[src/shared/sysctl_pkg.sv]
// Purpose: Shared constants and types for the system power and clock control block
// Assumes: Processor clock clk_sys at 250 MHz
// Notes:   Wake-up delay counts are derived from times in microseconds
package sysctl_pkg;
    // ========================================
    // Vector source selection
    localparam logic       VEC_FLASH      = 1'b0;
    localparam logic       VEC_SRAM       = 1'b1;
    localparam logic [31:0] VEC_BASE_ADDR = 32'h0000_0000;
    localparam int         VEC_BYTES      = 64;
    // ========================================
    // Peripheral clock divider codes
    localparam logic [1:0] DIV_QUARTER    = 2'h0;
    localparam logic [1:0] DIV_FULL       = 2'h1;
    localparam logic [1:0] DIV_HALF       = 2'h2;
    localparam logic [1:0] DIV_RESET      = DIV_QUARTER;
    // ========================================
    // Timing
    localparam int         CLK_MHZ        = 250;
    localparam int         OSC_WAIT_US    = 100;
    localparam int         OSC_WAIT_CYC   = OSC_WAIT_US * CLK_MHZ;
    localparam int         NUM_PERIPH     = 8;
    // ========================================
    // Power states
    typedef enum logic [2:0] {
        ST_RUN   = 3'b000,
        ST_IDLE  = 3'b001,
        ST_PDOWN = 3'b010,
        ST_WAKE  = 3'b011
    } power_state_type;
endpackage

[src/design/periph_clock_divider.sv]
// Purpose: Produces the peripheral bus clock enable from the processor clock
// Assumes: Divider code from sysctl_pkg
// Notes:   Output is a one-cycle enable at the selected rate
`timescale 1ns/1ns
module periph_clock_divider (
    input  wire logic       clk_sys,
    input  wire logic       nrst,
    input  wire logic [1:0] div_sel,
    input  wire logic       run,
    output logic            tick
);
    logic [1:0] count;

    // ========================================
    // Divider counter
    always_ff @(posedge clk_sys or negedge nrst) begin
        if (!nrst) begin
            count <= 2'h0;
        end else if (!run) begin
            count <= 2'h0;
        end else begin
            count <= count + 2'h1;
        end
    end

    // ========================================
    // Rate select
    always_ff @(posedge clk_sys or negedge nrst) begin
        if (!nrst) begin
            tick <= 1'b0;
        end else if (!run) begin
            tick <= 1'b0;
        end else begin
            unique case (div_sel)
                sysctl_pkg::DIV_FULL: tick <= 1'b1;
                sysctl_pkg::DIV_HALF: tick <= (count[0] == 1'b1);
                default:              tick <= (count == 2'h3);
            endcase
        end
    end
endmodule

[src/design/system_power_clock_remap_control.sv]
// Purpose: Vector remap, Idle and Power-down sequencing, peripheral gating, bus divider
// Assumes: Wake sources and oscillator ready arrive from outside the clock domain
// Notes:   Clock gating is expressed as enables for downstream clock gates
//
// Overview of operation
// A remap control chooses which memory answers the vector area at address zero.
// The vector source is either the bottom of flash or the on-chip SRAM.
// Idle halts the processor until a reset or an interrupt arrives.
// In Idle the peripheral clocks run while processor, memory and bus clocks stop.
// Power-down stops the oscillator so no internal clock reaches any logic.
// Power-down keeps all state and holds output pins at their last level.
// Power-down ends on reset or on a clockless wake interrupt.
// A real-time clock on the external slow clock keeps running in Power-down.
// Each peripheral has its own clock enable under software control.
// The peripheral bus clock runs at the processor rate, one half or one quarter.
// After reset the peripheral bus clock runs at one quarter rate.
// The PLL stays running through Idle if it was running before.
// Each Power-down wake waits in the wake timer until the oscillator is stable.
// Software requests modes with a mode bit and sets remap and divider first.
`timescale 1ns/1ns
module system_power_clock_remap_control #(
    parameter int NUM_PERIPH   = sysctl_pkg::NUM_PERIPH,
    parameter int OSC_WAIT_CYC = sysctl_pkg::OSC_WAIT_CYC
) (
    input  wire logic                  clk_sys,
    input  wire logic                  nrst,
    input  wire logic                  vec_src_sel,
    input  wire logic [1:0]            div_sel,
    input  wire logic [NUM_PERIPH-1:0] periph_enable,
    input  wire logic                  idle_request,
    input  wire logic                  pdown_request,
    input  wire logic                  irq_any,
    input  wire logic                  wake_irq,
    input  wire logic                  osc_ready,
    input  wire logic                  rtc_use_ext_clock,
    input  wire logic                  pll_running,
    input  wire logic [31:0]           fetch_addr,
    output logic                       vec_from_sram,
    output logic                       vec_hit,
    output logic                       cpu_clock_enable,
    output logic                       mem_bus_clock_enable,
    output logic [NUM_PERIPH-1:0]      periph_clock_enable,
    output logic                       peripheral_bus_tick,
    output logic                       osc_enable,
    output logic                       pll_keep,
    output logic                       rtc_clock_enable,
    output logic                       pin_hold,
    output logic [1:0]                 power_state
);
    sysctl_pkg::power_state_type state;
    logic                    wake_meta;
    logic                    wake_sync;
    logic                    osc_meta;
    logic                    osc_sync;
    logic                    irq_meta;
    logic                    irq_sync;
    logic [31:0]             wait_count;
    logic                    div_run;

    if (NUM_PERIPH < 1 || NUM_PERIPH > 32) begin : g_bad_num_periph
        $error("NUM_PERIPH out of range");
    end
    if (OSC_WAIT_CYC < 1) begin : g_bad_osc_wait
        $error("OSC_WAIT_CYC must be positive");
    end

    // ========================================
    // Synchronisers for outside inputs
    always_ff @(posedge clk_sys or negedge nrst) begin
        if (!nrst) begin
            wake_meta <= 1'b0;
            wake_sync <= 1'b0;
            osc_meta  <= 1'b0;
            osc_sync  <= 1'b0;
            irq_meta  <= 1'b0;
            irq_sync  <= 1'b0;
        end else begin
            wake_meta <= wake_irq;
            wake_sync <= wake_meta;
            osc_meta  <= osc_ready;
            osc_sync  <= osc_meta;
            irq_meta  <= irq_any;
            irq_sync  <= irq_meta;
        end
    end

    // ========================================
    // Vector remap
    always_ff @(posedge clk_sys or negedge nrst) begin
        if (!nrst) begin
            vec_from_sram <= sysctl_pkg::VEC_FLASH;
        end else begin
            vec_from_sram <= (vec_src_sel == sysctl_pkg::VEC_SRAM);
        end
    end

    always_ff @(posedge clk_sys or negedge nrst) begin
        if (!nrst) begin
            vec_hit <= 1'b0;
        end else begin
            vec_hit <= (fetch_addr < (sysctl_pkg::VEC_BASE_ADDR
                        + 32'(sysctl_pkg::VEC_BYTES)));
        end
    end

    // ========================================
    // Power state machine
    always_ff @(posedge clk_sys or negedge nrst) begin
        if (!nrst) begin
            state <= sysctl_pkg::ST_RUN;
        end else begin
            unique case (state)
                sysctl_pkg::ST_RUN: begin
                    if (pdown_request) begin
                        state <= sysctl_pkg::ST_PDOWN;
                    end else if (idle_request) begin
                        state <= sysctl_pkg::ST_IDLE;
                    end
                end
                sysctl_pkg::ST_IDLE: begin
                    if (irq_sync) begin
                        state <= sysctl_pkg::ST_RUN;
                    end
                end
                sysctl_pkg::ST_PDOWN: begin
                    if (wake_sync) begin
                        state <= sysctl_pkg::ST_WAKE;
                    end
                end
                sysctl_pkg::ST_WAKE: begin
                    if (osc_sync && wait_count == 32'(OSC_WAIT_CYC - 1)) begin
                        state <= sysctl_pkg::ST_RUN;
                    end
                end
                default: state <= sysctl_pkg::ST_RUN;
            endcase
        end
    end

    // ========================================
    // Wake-up timer
    always_ff @(posedge clk_sys or negedge nrst) begin
        if (!nrst) begin
            wait_count <= 32'h0000_0000;
        end else if (state != sysctl_pkg::ST_WAKE || !osc_sync) begin
            wait_count <= 32'h0000_0000;
        end else if (wait_count != 32'(OSC_WAIT_CYC - 1)) begin
            wait_count <= wait_count + 32'h0000_0001;
        end
    end

    // ========================================
    // Clock and hold controls
    always_ff @(posedge clk_sys or negedge nrst) begin
        if (!nrst) begin
            cpu_clock_enable     <= 1'b1;
            mem_bus_clock_enable <= 1'b1;
            osc_enable           <= 1'b1;
            pin_hold             <= 1'b0;
            pll_keep             <= 1'b0;
            rtc_clock_enable     <= 1'b0;
        end else begin
            cpu_clock_enable     <= (state == sysctl_pkg::ST_RUN);
            mem_bus_clock_enable <= (state == sysctl_pkg::ST_RUN);
            osc_enable           <= (state != sysctl_pkg::ST_PDOWN);
            pin_hold             <= (state == sysctl_pkg::ST_PDOWN)
                                    || (state == sysctl_pkg::ST_WAKE);
            pll_keep             <= pll_running
                                    && (state != sysctl_pkg::ST_PDOWN);
            rtc_clock_enable     <= rtc_use_ext_clock
                                    || (state != sysctl_pkg::ST_PDOWN);
        end
    end

    // ========================================
    // Peripheral enables, forced off in Power-down
    genvar gi;
    generate
        for (gi = 0; gi < NUM_PERIPH; gi++) begin : g_periph
            always_ff @(posedge clk_sys or negedge nrst) begin
                if (!nrst) begin
                    periph_clock_enable[gi] <= 1'b1;
                end else if (state == sysctl_pkg::ST_PDOWN) begin
                    periph_clock_enable[gi] <= 1'b0;
                end else begin
                    periph_clock_enable[gi] <= periph_enable[gi];
                end
            end
        end
    endgenerate

    always_ff @(posedge clk_sys or negedge nrst) begin
        if (!nrst) begin
            power_state <= 2'h0;
        end else begin
            power_state <= state[1:0];
        end
    end

    assign div_run = (state == sysctl_pkg::ST_RUN) || (state == sysctl_pkg::ST_IDLE);

    // ========================================
    // Peripheral bus divider
    periph_clock_divider u_div (
        .clk_sys (clk_sys),
        .nrst    (nrst),
        .div_sel (div_sel),
        .run     (div_run),
        .tick    (peripheral_bus_tick)
    );
endmodule

[config.mk]
export PLATFORM = sky130hd
export DESIGN_NAME = system_power_clock_remap_control
export DESIGN_NICKNAME = d
export VERILOG_FILES = /design/src/shared/sysctl_pkg.sv /design/src/design/periph_clock_divider.sv /design/src/design/system_power_clock_remap_control.sv
export SDC_FILE = /design/constraint.sdc
export NUM_CORES = 1
export LEC_CHECK = 0
export BUFFER_PORTS_ARGS = -buffer_cell sky130_fd_sc_hd__buf_4
export CORE_ASPECT_RATIO = 1.2
export CORE_MARGIN = 10
export CORE_UTILIZATION = 53
export CTS_CLUSTER_DIAMETER = 50
export DETAILED_ROUTE_END_ITERATION = 12
export GPL_TIMING_DRIVEN = 0
export MAX_ROUTING_LAYER = met4
export PLACE_DENSITY = 0.83
export SLEW_MARGIN = 15
export SYNTH_ARGS = -nofsm -noshare
export SYNTH_HDL_FRONTEND = slang
export SYNTH_HIERARCHICAL = 1
export SYNTH_SLANG_ARGS = --single-unit
export TNS_END_PERCENT = 1
[constraint.sdc]
create_clock -name clk_sys -period 2.2 [get_ports clk_sys]
set_clock_uncertainty 0.1 [all_clocks]
set_input_delay 0.11 -clock clk_sys [delete_from_list [all_inputs] [get_ports clk_sys]]
set_output_delay 0.11 -clock clk_sys [all_outputs]
set_load 0.01 [all_outputs]
==> summary.txt <==
Die
  – Total die area: 8630 µm²
  – Core Area: 5225 µm²
  – Top-Level Pins: 71
  – Starting Density: a little over half
  – Placement Rows: 29
  – Die W: 86.49 µm
  – Chip height: roughly 100 µm

Route
  – Total length of routed wires: ~8 mm
  – Via count: about 2.6k
  – WL/cell: between 15 and 20 µm
  – Antenna-violating nets left: 0
  – Residual DRC count: 0
  – Vias per cell: 5.898
  – Pre-Repair DR Iteration Count: 4
  – Initial DRC Count: approximately 220

Yosys
  – Synth cell types: 44
  – Syn Nets: 322
  – Post-synth EDFFs: 0
  – Synthesis-stage register bit count: 60
  – Synth area leader: dfrtp_1
  – Asr flop ratio synth: between 90% and 100%
  – YS warnings: 6
  – Synth top area share: roughly 45%
  – Mapped Avg Cell Area: 10.57 µm²
  – Synthesized cell area: 2811 µm²
  – Seq/Total Area, Yosys: 53.85%
  – Synth top area cells: dfrtp_1 (45%), dfstp_2 (9.3%), o31ai_1 (3.2%), or4_1 (3.2%), nand4_1 (3.1%)
  – Main synth FF type: dfrtp_1
  – Syn Inst Count: about 270

STA
  – Highest Clock Rate: between 400 and 500 MHz
  – Final Max Tran Viols: 0
  – Setup ws final: 59.63 ps
  – RSZ-0062 raised after global routing: true
  – Worst Tran Pin Value: ~740 ps
  – Final setup violating endpoints: 0
  – Crit share post-route: 97.29%
  – Max_slew headroom: 50.59%
  – Hold Vio Cnt, Final: 0
  – Hold slack: 134.8 ps
  – Setup TNS: 0 ps
  – Crit path time final: 2140 ps

Worst setup path
  – Worst r2r src: wait_count[0]$_DFFE_PN0P_
  – CP Capture Type: flip-flop
  – Type of origin of the critical path: input port
  – Reg2Reg Depth: 6
  – Worst Path Arrival: 2310 ps
  – CP required: 2370 ps
  – Kind of critical path: input port to flip-flop
  – Crit path from: fetch_addr[6]
  – Critical path peak fanout: 1

Job
  – MaxCap Viol Count: 0

Power
  – Static Leak: 1.660 nW
  – P per Cell Area: 657.3 nW/µm²
  – Maximum vdd drop: 0.5478 mV

Layout
  – Final Cell Area: between 3000 and 4000 µm²
  – Synth-to-layout area growth: 36.76%
  – Share of layout cells above drive strength 1: 28.84%
  – Nets@finish: roughly 420
  – Ant diodes: 0
  – Fillers: between 300 and 400

Global route
  – Number of global-route vias before repair: 2691
  – Largest net degree at the start of global routing: 61
  – Grt ovf: 0
  – First-pass GRT wire length: 13.12 mm
  – Initial antenna violation count: 0
  – Tot GR Track Use: 19.92%

Clocking
  – # H-tree levels: 3
  – Num CTS Buffers: 9
  – CTS Buffer Depth: 2
  – Clk sink count: 60
  – Root Driver: clkbuf_8
  – Clock transition at path regs: 70 ps
  – Clock insertion delay at the later pin of the skew report: 340 ps
  – CTS tree: built

Placement
  – Pre-CTS setup slack: -0.9763 ps
  – Post-DP HPWL: 5.117 mm
  – Gpl congestion: 0.8764
  – IO Port Bufs: 64
  – Area after DPL: 3369 µm²

Min path
  – Hold crit path type: input port to flip-flop
  – Hold path start: div_sel[1]
  – Hold path cells: 4

Run status
  – Status: completed
worst paths after layout:
kind	endpoint	slack [ps]
setup / recovery	vec_hit$_DFF_PN0_	60
hold / removal	u_div/tick$_DFF_PN0_	130
setup reg to reg	wait_count[24]$_DFFE_PN0P_	90
hold reg to reg	irq_sync$_DFF_PN0_	250
max in group asynchronous	wait_count[2]$_DFFE_PN0P_	1200
min in group asynchronous	wait_count[19]$_DFFE_PN0P_	280
worst max-delay path, cell delays in order:
cell	delay, ps
dlygate4sd3_1	530
buf_4	140
nor4_2	160
dlygate4sd3_1	610
nand3_1	80
dlygate4sd3_1	570
nor2_1	100
stage by stage:
stage / total power [W] / util, % / cells
final: 0.002527 / 73.59 / 433
after global routing: 0.002618 / 73.59 / 433
after CTS: 0.002529 / 73.30 / 433
after detailed placement: 0.001414 / 64.49 / 392
after global placement: 0.001406 / 64.49 / 392
after floorplan: 0.001268 / - / 266
flip-flops by register name, indices dropped and copies added, names as in the netlist, 2 cells and up:
| signal | count |
|---|---|
| state | 2 |
| wait_count | 32 |
| u_div/count | 2 |
| periph_clock_enable | 8 |
| power_state | 2 |
layout make-up:
| cell class | instances | area [µm²] | share of cell area [%] |
|---|---|---|---|
| clock buffer | 14 | 152.6 | 3.970 |
| timing repair buffer | 89 | 725.7 | 18.87 |
| buffer | 15 | 77.57 | 2.018 |
| sequential | 60 | 1516 | 39.44 |
| multi-input combinational | 186 | 1216 | 31.63 |
| clock inverter | 2 | 60.06 | 1.562 |
| inverter | 5 | 18.77 | 0.4881 |
| tap | 62 | 77.57 | 2.018 |
repair_timing:
item / in CTS / in global routing
hold buffers: 23 / 0
setup endpoints to repair: 3 / 7
buffers inserted: 2 / 0
resized for setup: 1 / 7
hold endpoints to repair: 67 / 0
synth_stat cells (9+ instances only):
| master | n |
|---|---|
| a21oi_1 | 17 |
| and2_1 | 11 |
| clkbuf_1 | 9 |
| dfrtp_1 | 50 |
| dfstp_2 | 10 |
| nand2_1 | 13 |
| nand3_1 | 17 |
| nand4_1 | 14 |
| nor2_1 | 15 |
| nor4_1 | 10 |
| o31ai_1 | 12 |
| or4_1 | 12 |
placed cells by master (no fill, tap or decap), drive strengths merged:
cell         count
and4             8
and2            11
or2              1
dfrtp           50
or4             12
o311ai           2
and3             4
and2b            1
a22oi            1
dfstp           10
clkbuf          22
nor4b            1
bufinv           2
a211o            1
mux2i            3
nor4            10
o2bb2ai          1
and4bb           1
nand2b           5
dlygate4sd3     23
o2111ai          1
nand4b           1
xnor2            2
nor2            15
nand3           17
buf             73
nor3             6
ha               4
o22ai            1
o31ai           12
o21ai            6
and4b            1
inv              5
a21oi           17
nand2           13
xor2             7
or3              4
a21boi           2
nand4           15
logic make-up after synthesis:
group           share of synthesized area [%]
mux                                     1.068
buf+inv                                 3.382
xor+xnor                                2.804
flops                                   53.85
simple gates                            27.24
fa+ha+maj                               1.780
compound gates                          9.880
power breakdown:
part / total, W / leakage (nW) / switching [W] / internal (W)
logic: 0.000269 / 0.805 / 0.000127 / 0.000143
clock network: 0.00108 / 0.105 / 0.000413 / 0.000671
registers: 0.00117 / 0.751 / 0.0000204 / 0.00115
total: 0.00253 / 1.66 / 0.000560 / 0.00197
routing by layer:
layer	track usage [%]	vias to the layer above	routed length (µm)
met5	-	-	0
met4	8.240	0	225
met3	6.645	19	419
met2	34.30	72	4408
met1	20.14	1269	2906
li1	-	1194	-
Note: power is estimated with default switching activity, not from simulation.
